`src/common/sysrp_pkg.sv`:
```
// Contract
// [RL1] Any of four sources asserts chip reset.
// [RL2] Hold reset until pin, oscillator, count, flash.
// [RL3] Fetch starts at address zero after release.
// [RL4] All registers hold reset values at release; only RST_N_I resets them, a reset from the four sources leaves them running.
// [RL5] First supply stage raises warning interrupt request.
// [RL6] Warning condition readable in a status bit.
// [RL7] Second supply stage forces reset, guarding flash.
// [RL8] Detector reset held, power-on takes over below.
// [RL9] Guard level decoded from flash pattern word.
// [RL10] Level one: no debug, limited programming, not sector 0.
// [RL11] Level two: no debug, full erase then update.
// [RL12] Level three: no debug, no programming, override ignored.
// [RL13] Thirty edge inputs plus one level wake input.
// [RL14] Vector table low 1 GB, 512-byte aligned.
// [RL15] Reset asserts asynchronously, releases synchronously; the four sources assert it only on an enabled clock edge.
package sysrp_pkg;

  // ****************************************************************
  // Timing
  // ****************************************************************
  localparam int CLK_PERIOD_NS = 10;
  localparam int WAKE_TIME_NS = 2560;
  localparam int WAKE_CYCLES = (WAKE_TIME_NS + CLK_PERIOD_NS - 1)
                               / CLK_PERIOD_NS;
  localparam int WAKE_CNT_W = 9;

  // ****************************************************************
  // Guard patterns held in the flash guard word
  // ****************************************************************
  localparam logic [31:0] GUARD_PAT_ONE = 32'h1234_5678;
  localparam logic [31:0] GUARD_PAT_TWO = 32'h8765_4321;
  localparam logic [31:0] GUARD_PAT_THREE = 32'h4321_8765;

  // ****************************************************************
  // Vector table placement
  // ****************************************************************
  localparam logic [31:0] RESET_FETCH_ADDR = 32'h0000_0000;
  localparam logic [31:0] VTOR_ALIGN_MASK = 32'h0000_01FF;
  localparam logic [31:0] VTOR_LIMIT_MASK = 32'hC000_0000;
  localparam int EDGE_IRQ_N = 30;

  typedef enum logic [1:0] {
    SYSRP_GUARD_NONE = 2'h0,
    SYSRP_GUARD_ONE = 2'h1,
    SYSRP_GUARD_TWO = 2'h2,
    SYSRP_GUARD_THREE = 2'h3
  } sysrp_guard_t;

  typedef enum logic [2:0] {
    SYSRP_ST_HOLD = 3'b001,
    SYSRP_ST_WAIT = 3'b010,
    SYSRP_ST_RUN = 3'b100
  } sysrp_state_t;

endpackage : sysrp_pkg

```
`src/common/sysrp_guard_if.sv`:
```
`timescale 1ns/1ps
interface sysrp_guard_if;
  import sysrp_pkg::*;
  logic [31:0] pattern;
  logic dbg_ok;
  logic isp_ok;
  logic isp_sector0_ok;
  logic isp_partial_ok;
  logic override_ok;
  sysrp_guard_t level;
  modport ctrl (output pattern, input dbg_ok, isp_ok, isp_sector0_ok,
                input isp_partial_ok, override_ok, level);
  modport dec (input pattern, output dbg_ok, isp_ok, isp_sector0_ok,
               output isp_partial_ok, override_ok, level);
endinterface : sysrp_guard_if

```
`src/sysrp_guard.sv`:
```
`timescale 1ns/1ps
module sysrp_guard
  import sysrp_pkg::*;
(
  sysrp_guard_if.dec g
);

  // ****************************************************************
  // Guard level decode
  // ****************************************************************
  wire is_one = (g.pattern == GUARD_PAT_ONE);
  wire is_two = (g.pattern == GUARD_PAT_TWO);
  wire is_three = (g.pattern == GUARD_PAT_THREE);

  // see [RL9]
  assign g.level = is_three ? SYSRP_GUARD_THREE :
                   is_two ? SYSRP_GUARD_TWO :
                   is_one ? SYSRP_GUARD_ONE : SYSRP_GUARD_NONE;
  // Debug port closes at every guarded level. see [RL10] see [RL11]
  assign g.dbg_ok = ~(is_one | is_two | is_three);
  assign g.isp_ok = ~is_three; // see [RL12]
  assign g.override_ok = ~is_three; // see [RL12]
  assign g.isp_sector0_ok = ~(is_one | is_three); // see [RL10]
  // Level two only allows erase-all then update. see [RL11]
  assign g.isp_partial_ok = ~(is_two | is_three);

endmodule : sysrp_guard

```
`src/sysrp_top.sv`:
```
`timescale 1ns/1ps
module sysrp_top
  import sysrp_pkg::*;
#(
  parameter int EDGE_N = EDGE_IRQ_N
) (
  input wire logic CORE_CLK_I,
  input wire logic RST_N_I,
  input wire logic CLK_EN_I,
  input wire logic PIN_RESET_N_I,
  input wire logic WDT_RESET_I,
  input wire logic POR_I,
  input wire logic SUPPLY_WARN_I,
  input wire logic SUPPLY_FAIL_I,
  input wire logic OSC_RUN_I,
  input wire logic FLASH_INIT_DONE_I,
  input wire logic [31:0] GUARD_WORD_I,
  input wire logic OVERRIDE_PIN_I,
  input wire logic IAP_REQ_I,
  input wire logic ISP_ERASE_ALL_I,
  input wire logic [EDGE_N-1:0] EDGE_IRQ_I,
  input wire logic [EDGE_N-1:0] EDGE_CLR_I,
  input wire logic LEVEL_IRQ_I,
  input wire logic LEVEL_WAKE_EN_I,
  input wire logic POWER_DOWN_I,
  input wire logic [31:0] VTOR_I,
  output logic CHIP_RST_N_O,
  output logic [31:0] FETCH_ADDR_O,
  output logic SUPPLY_WARN_IRQ_O,
  output logic SUPPLY_WARN_STAT_O,
  output logic [1:0] GUARD_LEVEL_O,
  output logic DBG_EN_O,
  output logic ISP_EN_O,
  output logic ISP_SECTOR0_EN_O,
  output logic ISP_PARTIAL_EN_O,
  output logic IAP_EN_O,
  output logic ISP_BOOT_O,
  output logic [EDGE_N-1:0] EDGE_PEND_O,
  output logic LEVEL_IRQ_O,
  output logic WAKE_O,
  output logic VTOR_OK_O
);

  // ****************************************************************
  // Reset synchroniser
  // ****************************************************************
  logic rst_s1_q;
  logic rst_s2_q;
  always_ff @(posedge CORE_CLK_I or negedge RST_N_I) begin
    if (!RST_N_I) begin
      rst_s1_q <= 1'b0;
      rst_s2_q <= 1'b0;
    end else begin
      rst_s1_q <= 1'b1;
      rst_s2_q <= rst_s1_q;
    end
  end
  wire rst_n = rst_s2_q;

  // ****************************************************************
  // Reset sources and release sequencing
  // ****************************************************************
  // Supply fail keeps reset down until power-on takes over. see [RL8]
  wire src_any = ~PIN_RESET_N_I | WDT_RESET_I | POR_I
                 | SUPPLY_FAIL_I; // see [RL1] see [RL7]
  wire release_ok = PIN_RESET_N_I & OSC_RUN_I
                    & FLASH_INIT_DONE_I; // see [RL2]
  localparam logic [WAKE_CNT_W-1:0] WAKE_LAST =
    WAKE_CNT_W'(WAKE_CYCLES - 1);

  sysrp_state_t state_q;
  sysrp_state_t state_d;
  logic [WAKE_CNT_W-1:0] cnt_q;
  wire cnt_done = (cnt_q == WAKE_LAST);

  always_comb begin
    state_d = state_q;
    case (state_q)
      SYSRP_ST_HOLD: if (!src_any) state_d = SYSRP_ST_WAIT;
      SYSRP_ST_WAIT: begin
        if (src_any) state_d = SYSRP_ST_HOLD;
        else if (cnt_done && release_ok) state_d = SYSRP_ST_RUN; // see [RL2]
      end
      SYSRP_ST_RUN: if (src_any) state_d = SYSRP_ST_HOLD; // see [RL1]
      default: state_d = SYSRP_ST_HOLD;
    endcase
  end

  always_ff @(posedge CORE_CLK_I or negedge rst_n) begin
    if (!rst_n) begin
      state_q <= SYSRP_ST_HOLD;
      cnt_q <= '0;
    end else if (CLK_EN_I) begin
      state_q <= state_d;
      if (state_q != SYSRP_ST_WAIT) cnt_q <= '0;
      else if (!cnt_done) cnt_q <= cnt_q + 1'b1;
    end
  end

  // Sources are seen by the clocked FSM so that release is always on
  // an edge; a slow clock enable delays release, never shortens it.
  wire run = (state_q == SYSRP_ST_RUN);
  wire run_d = (state_d == SYSRP_ST_RUN) & CLK_EN_I;

  // ****************************************************************
  // Code read guard
  // ****************************************************************
  sysrp_guard_if gif ();
  assign gif.pattern = GUARD_WORD_I;
  sysrp_guard u_guard (
    .g(gif)
  );

  // ****************************************************************
  // External interrupts
  // ****************************************************************
  logic [EDGE_N-1:0] edge_prev_q;
  logic [EDGE_N-1:0] edge_pend_q;
  wire [EDGE_N-1:0] edge_rise = EDGE_IRQ_I & ~edge_prev_q;

  generate
    for (genvar i = 0; i < EDGE_N; i++) begin : g_edge
      always_ff @(posedge CORE_CLK_I or negedge rst_n) begin
        if (!rst_n) begin
          edge_prev_q[i] <= 1'b0;
          edge_pend_q[i] <= 1'b0;
        end else if (CLK_EN_I) begin
          edge_prev_q[i] <= EDGE_IRQ_I[i];
          // A new edge beats a clear in the same cycle. see [RL13]
          if (edge_rise[i]) edge_pend_q[i] <= 1'b1;
          else if (EDGE_CLR_I[i]) edge_pend_q[i] <= 1'b0;
        end
      end
    end
  endgenerate

  wire wake = LEVEL_IRQ_I & LEVEL_WAKE_EN_I & POWER_DOWN_I; // see [RL13]
  wire vtor_ok = ((VTOR_I & VTOR_ALIGN_MASK) == '0)
                 & ((VTOR_I & VTOR_LIMIT_MASK) == '0); // see [RL14]

  // ****************************************************************
  // Registered outputs
  // ****************************************************************
  // Every output takes its defined value while reset is held. see [RL4]
  always_ff @(posedge CORE_CLK_I or negedge rst_n) begin
    if (!rst_n) begin // see [RL15]
      CHIP_RST_N_O <= 1'b0;
      FETCH_ADDR_O <= RESET_FETCH_ADDR;
      SUPPLY_WARN_IRQ_O <= 1'b0;
      SUPPLY_WARN_STAT_O <= 1'b0;
      GUARD_LEVEL_O <= SYSRP_GUARD_NONE;
      DBG_EN_O <= 1'b0;
      ISP_EN_O <= 1'b0;
      ISP_SECTOR0_EN_O <= 1'b0;
      ISP_PARTIAL_EN_O <= 1'b0;
      IAP_EN_O <= 1'b0;
      ISP_BOOT_O <= 1'b0;
      LEVEL_IRQ_O <= 1'b0;
      WAKE_O <= 1'b0;
      VTOR_OK_O <= 1'b0;
    end else if (CLK_EN_I) begin
      CHIP_RST_N_O <= run_d; // see [RL15]
      FETCH_ADDR_O <= RESET_FETCH_ADDR; // see [RL3]
      SUPPLY_WARN_IRQ_O <= SUPPLY_WARN_I & run; // see [RL5]
      SUPPLY_WARN_STAT_O <= SUPPLY_WARN_I; // see [RL6]
      GUARD_LEVEL_O <= gif.level; // see [RL9]
      DBG_EN_O <= gif.dbg_ok & run; // see [RL10]
      ISP_EN_O <= gif.isp_ok & run; // see [RL12]
      ISP_SECTOR0_EN_O <= gif.isp_sector0_ok & run; // see [RL10]
      // Level two unlocks updates only after an erase-all. see [RL11]
      ISP_PARTIAL_EN_O <= (gif.isp_partial_ok | ISP_ERASE_ALL_I) & run
                          & gif.isp_ok;
      IAP_EN_O <= IAP_REQ_I & run; // see [RL9]
      ISP_BOOT_O <= OVERRIDE_PIN_I & gif.override_ok; // see [RL12]
      LEVEL_IRQ_O <= LEVEL_IRQ_I;
      WAKE_O <= wake;
      VTOR_OK_O <= vtor_ok;
    end
  end

  assign EDGE_PEND_O = edge_pend_q;

endmodule : sysrp_top

```
`config.mk`:
```
export PLATFORM = sky130hd
export DESIGN_NAME = sysrp_top
export DESIGN_NICKNAME = d
export VERILOG_FILES = /design/src/common/sysrp_pkg.sv /design/src/common/sysrp_guard_if.sv /design/src/sysrp_guard.sv /design/src/sysrp_top.sv
export SDC_FILE = /design/constraint.sdc
export NUM_CORES = 1
export LEC_CHECK = 0
export BUFFER_PORTS_ARGS = -buffer_cell sky130_fd_sc_hd__buf_4
export CAP_MARGIN = 20
export CORE_MARGIN = 2
export CORE_UTILIZATION = 50
export CTS_BUF_LIST = sky130_fd_sc_hd__clkbuf_8
export CTS_CLUSTER_SIZE = 24
export DETAILED_ROUTE_END_ITERATION = 8
export HOLD_SLACK_MARGIN = 0.12
export PLACE_DENSITY = 0.87
export RECOVER_POWER = 100
export SLEW_MARGIN = 20
export SYNTH_ARGS = -nofsm -noshare
export SYNTH_HDL_FRONTEND = slang
export SYNTH_HIERARCHICAL = 1
export SYNTH_SLANG_ARGS = --single-unit
```
`constraint.sdc`:
```
create_clock -name CORE_CLK_I -period 4.3 [get_ports CORE_CLK_I]
set_input_delay 0.43 -clock CORE_CLK_I [delete_from_list [all_inputs] [get_ports CORE_CLK_I]]
set_output_delay 0.43 -clock CORE_CLK_I [all_outputs]
set_load 0.02 [all_outputs]
```
==> metrics <==
via count=3,435; failing checks=max-capacitance violations, max-slew violations; antenna cells=0; DRT antenna net count=0; Clock Path Buffers=2; # clock sinks=88; Worst Tran Pin Value=1850 ps; Final GP Congestion=about 0.93; top post-synthesis cells by area=dfrtp_1 (53%), a32o_1 (7.3%), buf_4 (6.0%), nand2_1 (5.9%), o21ai_0 (5.3%); register-to-register setup slack=2310 ps; drt drc=0; Pwr Total=1.98 mW; Crit Reg-Reg Endpoint=cnt_q[7]$_DFFE_PN0P_; Worst R2R Start=cnt_q[0]$_DFFE_PN0P_; endpoints failing setup=0; HPWL Detailed=slightly above 7 mm; Tcrit/Tclk final=0.646; Ys Warns=6; number of distinct library cells after synthesis=slightly above 50; max-cap violations=1; syn_area_per_cell=10.1 µm²; CP Class=input pin to flop; P_leak=2.53 nW; initial drt markers=80; first-pass GRT wire length=about 15 mm; largest net degree at the start of global routing=97; CP startpoint=CLK_EN_I; Placed Area=5290 µm²; Worst Path Required=4560 ps; Setup Buffers After CTS=0; Mapped Area=between 4000 and 5000 µm²; vias in the first global route=3,414; CORE AREA=8130 µm²; area grow syn2layout=29.9%; Nets=~710; CTS tree=yes; cell family with most CP delay=buffers and inverters; Register-to-Register Path Depth=7; RSZ-0062 raised after global routing=false; Cell Chain, Critical Path=buf_4, clkbuf_1, nand3b_1, o22ai_1; number of synthesized register bits=88; startpoint types=input pin; CTS resizes=0; post-synth top area cell=dfrtp_1; gr ovfl total=0; critical path endpoint category=flop; htree depth=3; Max-slew headroom=-0.230; count leader, synth=dfrtp_1; top cell type's share of synthesized area=0.527; Post-synth ARST share=1.00; fin worst setup slack=1520 ps; initial antenna violation count=0; DR vias/cell=5.08; worst vdd ir=0.220 mV; Clk Latency, worst-skew pair=between 300 and 400 ps; num ports=216; clk slew on worst S/H paths=90 ps; drt wl/cell=14.0 µm; Placement Setup Slack=roughly 2200 ps; Die Ht=between 90 and 100 µm; Layout Cells excl Fill=676; Filler Cell Count=698; dpl cells=658; Mapped Cells=between 400 and 500; Crit Path Max Fanout=96; fmax=360 MHz; final hold vios=0; fin area=5370 µm²; Worst Path Buf+Inv=2; layout cell share with drive strength beyond 1=0.261; outcome=finished with violations; all-layer global routing usage=0.217; post-synthesis sequential area ratio=0.533; drt first pass iters=4; main flop type after synthesis=dfrtp_1; Hold WC Path Type=input pin to flop; root buf cell=clkbuf_8; Max Slew Vio Count=54; synth cell count leaders=dfrtp_1 (87), nand2_1 (65), inv_1 (48); number of placement rows=33; Final Skew=9.21 ps; EDFF count, synth=0; Buffers on Ports=162; Post-CTS Hold Buffers=1; Final Critical Period=2780 ps; total negative slack=0 ps; initial core utilization=0.508; Crit. path cell count=4; slowest stage delay, CP=1390 ps; Pwr Density=369 nW/µm²; total CTS buffers=9; Die ar.=about 9000 µm²; Slowest cell on crit path=clkbuf_1; Die Width=94.9 µm; end point of the critical path=cnt_q[8]$_DFFE_PN0P_; detailed-route wire length=roughly 9.4 mm; CP arrival=3030 ps
[worst register-to-register path, delay by kind of cell, from the launching register on]
family                   cells  cell delay [ps]
flip-flops                   1              410
adder cells (fa/ha/maj)      2              450
AO/OA/AOI/OAI                1              150
AND/OR/NAND/NOR              4              910
[routing by layer]
layer,vias up,track usage,share of wire,routed length (µm)
met4,0,0.0676,0.021,195
met2,107,0.382,0.51,4860
li1,1666,-,-,-
met1,1643,0.266,0.40,3780
met5,-,0,0,0
met3,19,0.0487,0.064,601
[cell families (layout without fill, tap and decap cells)]
kind of cell,count (synthesis),count (layout),share of synthesized area
AND/OR/NAND/NOR,118,118,0.160
other,2,33,0.00182
adder cells (fa/ha/maj),2,2,0.00605
flip-flops,88,88,0.533
XOR/XNOR,2,2,0.00424
multiplexers,5,5,0.0133
buffers and inverters,97,229,0.121
AO/OA/AOI/OAI,94,94,0.160
[where the power goes]
part | total, mW | leakage [nW] | switching (mW) | internal [mW]
clock network | 0.685 | 0.128 | 0.285 | 0.400
registers | 0.943 | 1.10 | 0.0409 | 0.902
logic | 0.352 | 1.30 | 0.203 | 0.149
[registers in the layout, summed over array words and instances, names as in the netlist]
name / count
WAKE_O: 1
SUPPLY_WARN_IRQ_O: 1
ISP_BOOT_O: 1
cnt_q: 9
LEVEL_IRQ_O: 1
edge_prev_q: 30
EDGE_PEND_O: 30
VTOR_OK_O: 1
ISP_SECTOR0_EN_O: 1
ISP_EN_O: 1
CHIP_RST_N_O: 1
rst_s1_q: 1
SUPPLY_WARN_STAT_O: 1
GUARD_LEVEL_O: 2
ISP_PARTIAL_EN_O: 1
rst_n: 1
state_q: 3
DBG_EN_O: 1
IAP_EN_O: 1
[cells in the final DEF, fill, tap and decap left out, types with 7 or more instances in the layout]
| master | synthesis | layout |
|---|---|---|
| nand4_1 | 6 | 7 |
| nand3_1 | 8 | 8 |
| conb_1 | 2 | 33 |
| dfrtp_1 | 87 | 87 |
| buf_4 | 33 | 116 |
| clkbuf_8 | 0 | 10 |
| clkbuf_1 | 6 | 46 |
| inv_1 | 48 | 49 |
| a32o_1 | 30 | 30 |
| o21ai_0 | 44 | 44 |
| a21oi_1 | 8 | 8 |
| nand2_1 | 65 | 65 |
[through the flow]
step	hold slack [ps]	utilization
floorplan	134	-
global placement	212	0.650
detailed placement	213	0.650
CTS	279	0.682
global route	280	0.660
finish	296	0.660
[layout make-up]
| cell class | count | area [µm²] | area share |
|---|---|---|---|
| sequential | 88 | 2200 | 0.410 |
| multi-input combinational | 254 | 1520 | 0.283 |
| timing repair buffer | 165 | 1090 | 0.203 |
| inverter | 48 | 180 | 0.0336 |
| clock buffer | 10 | 138 | 0.0256 |
| tap | 105 | 131 | 0.0245 |
| clock inverter | 6 | 108 | 0.0200 |
[worst min path at each step]
stage,end,cells past startpoint,startpoint
final,edge_prev_q[28]$_DFFE_PN0P_,3,EDGE_IRQ_I[28]
after global routing,edge_prev_q[8]$_DFFE_PN0P_,3,EDGE_IRQ_I[8]
after CTS,edge_prev_q[28]$_DFFE_PN0P_,3,EDGE_IRQ_I[28]
after detailed placement,rst_s1_q$_DFF_PN0_,1,RST_N_I
after global placement,rst_s1_q$_DFF_PN0_,1,RST_N_I
after floorplan,rst_n$_DFF_PN0_,0,RST_N_I
Note: power is estimated with default switching activity, not from simulation.
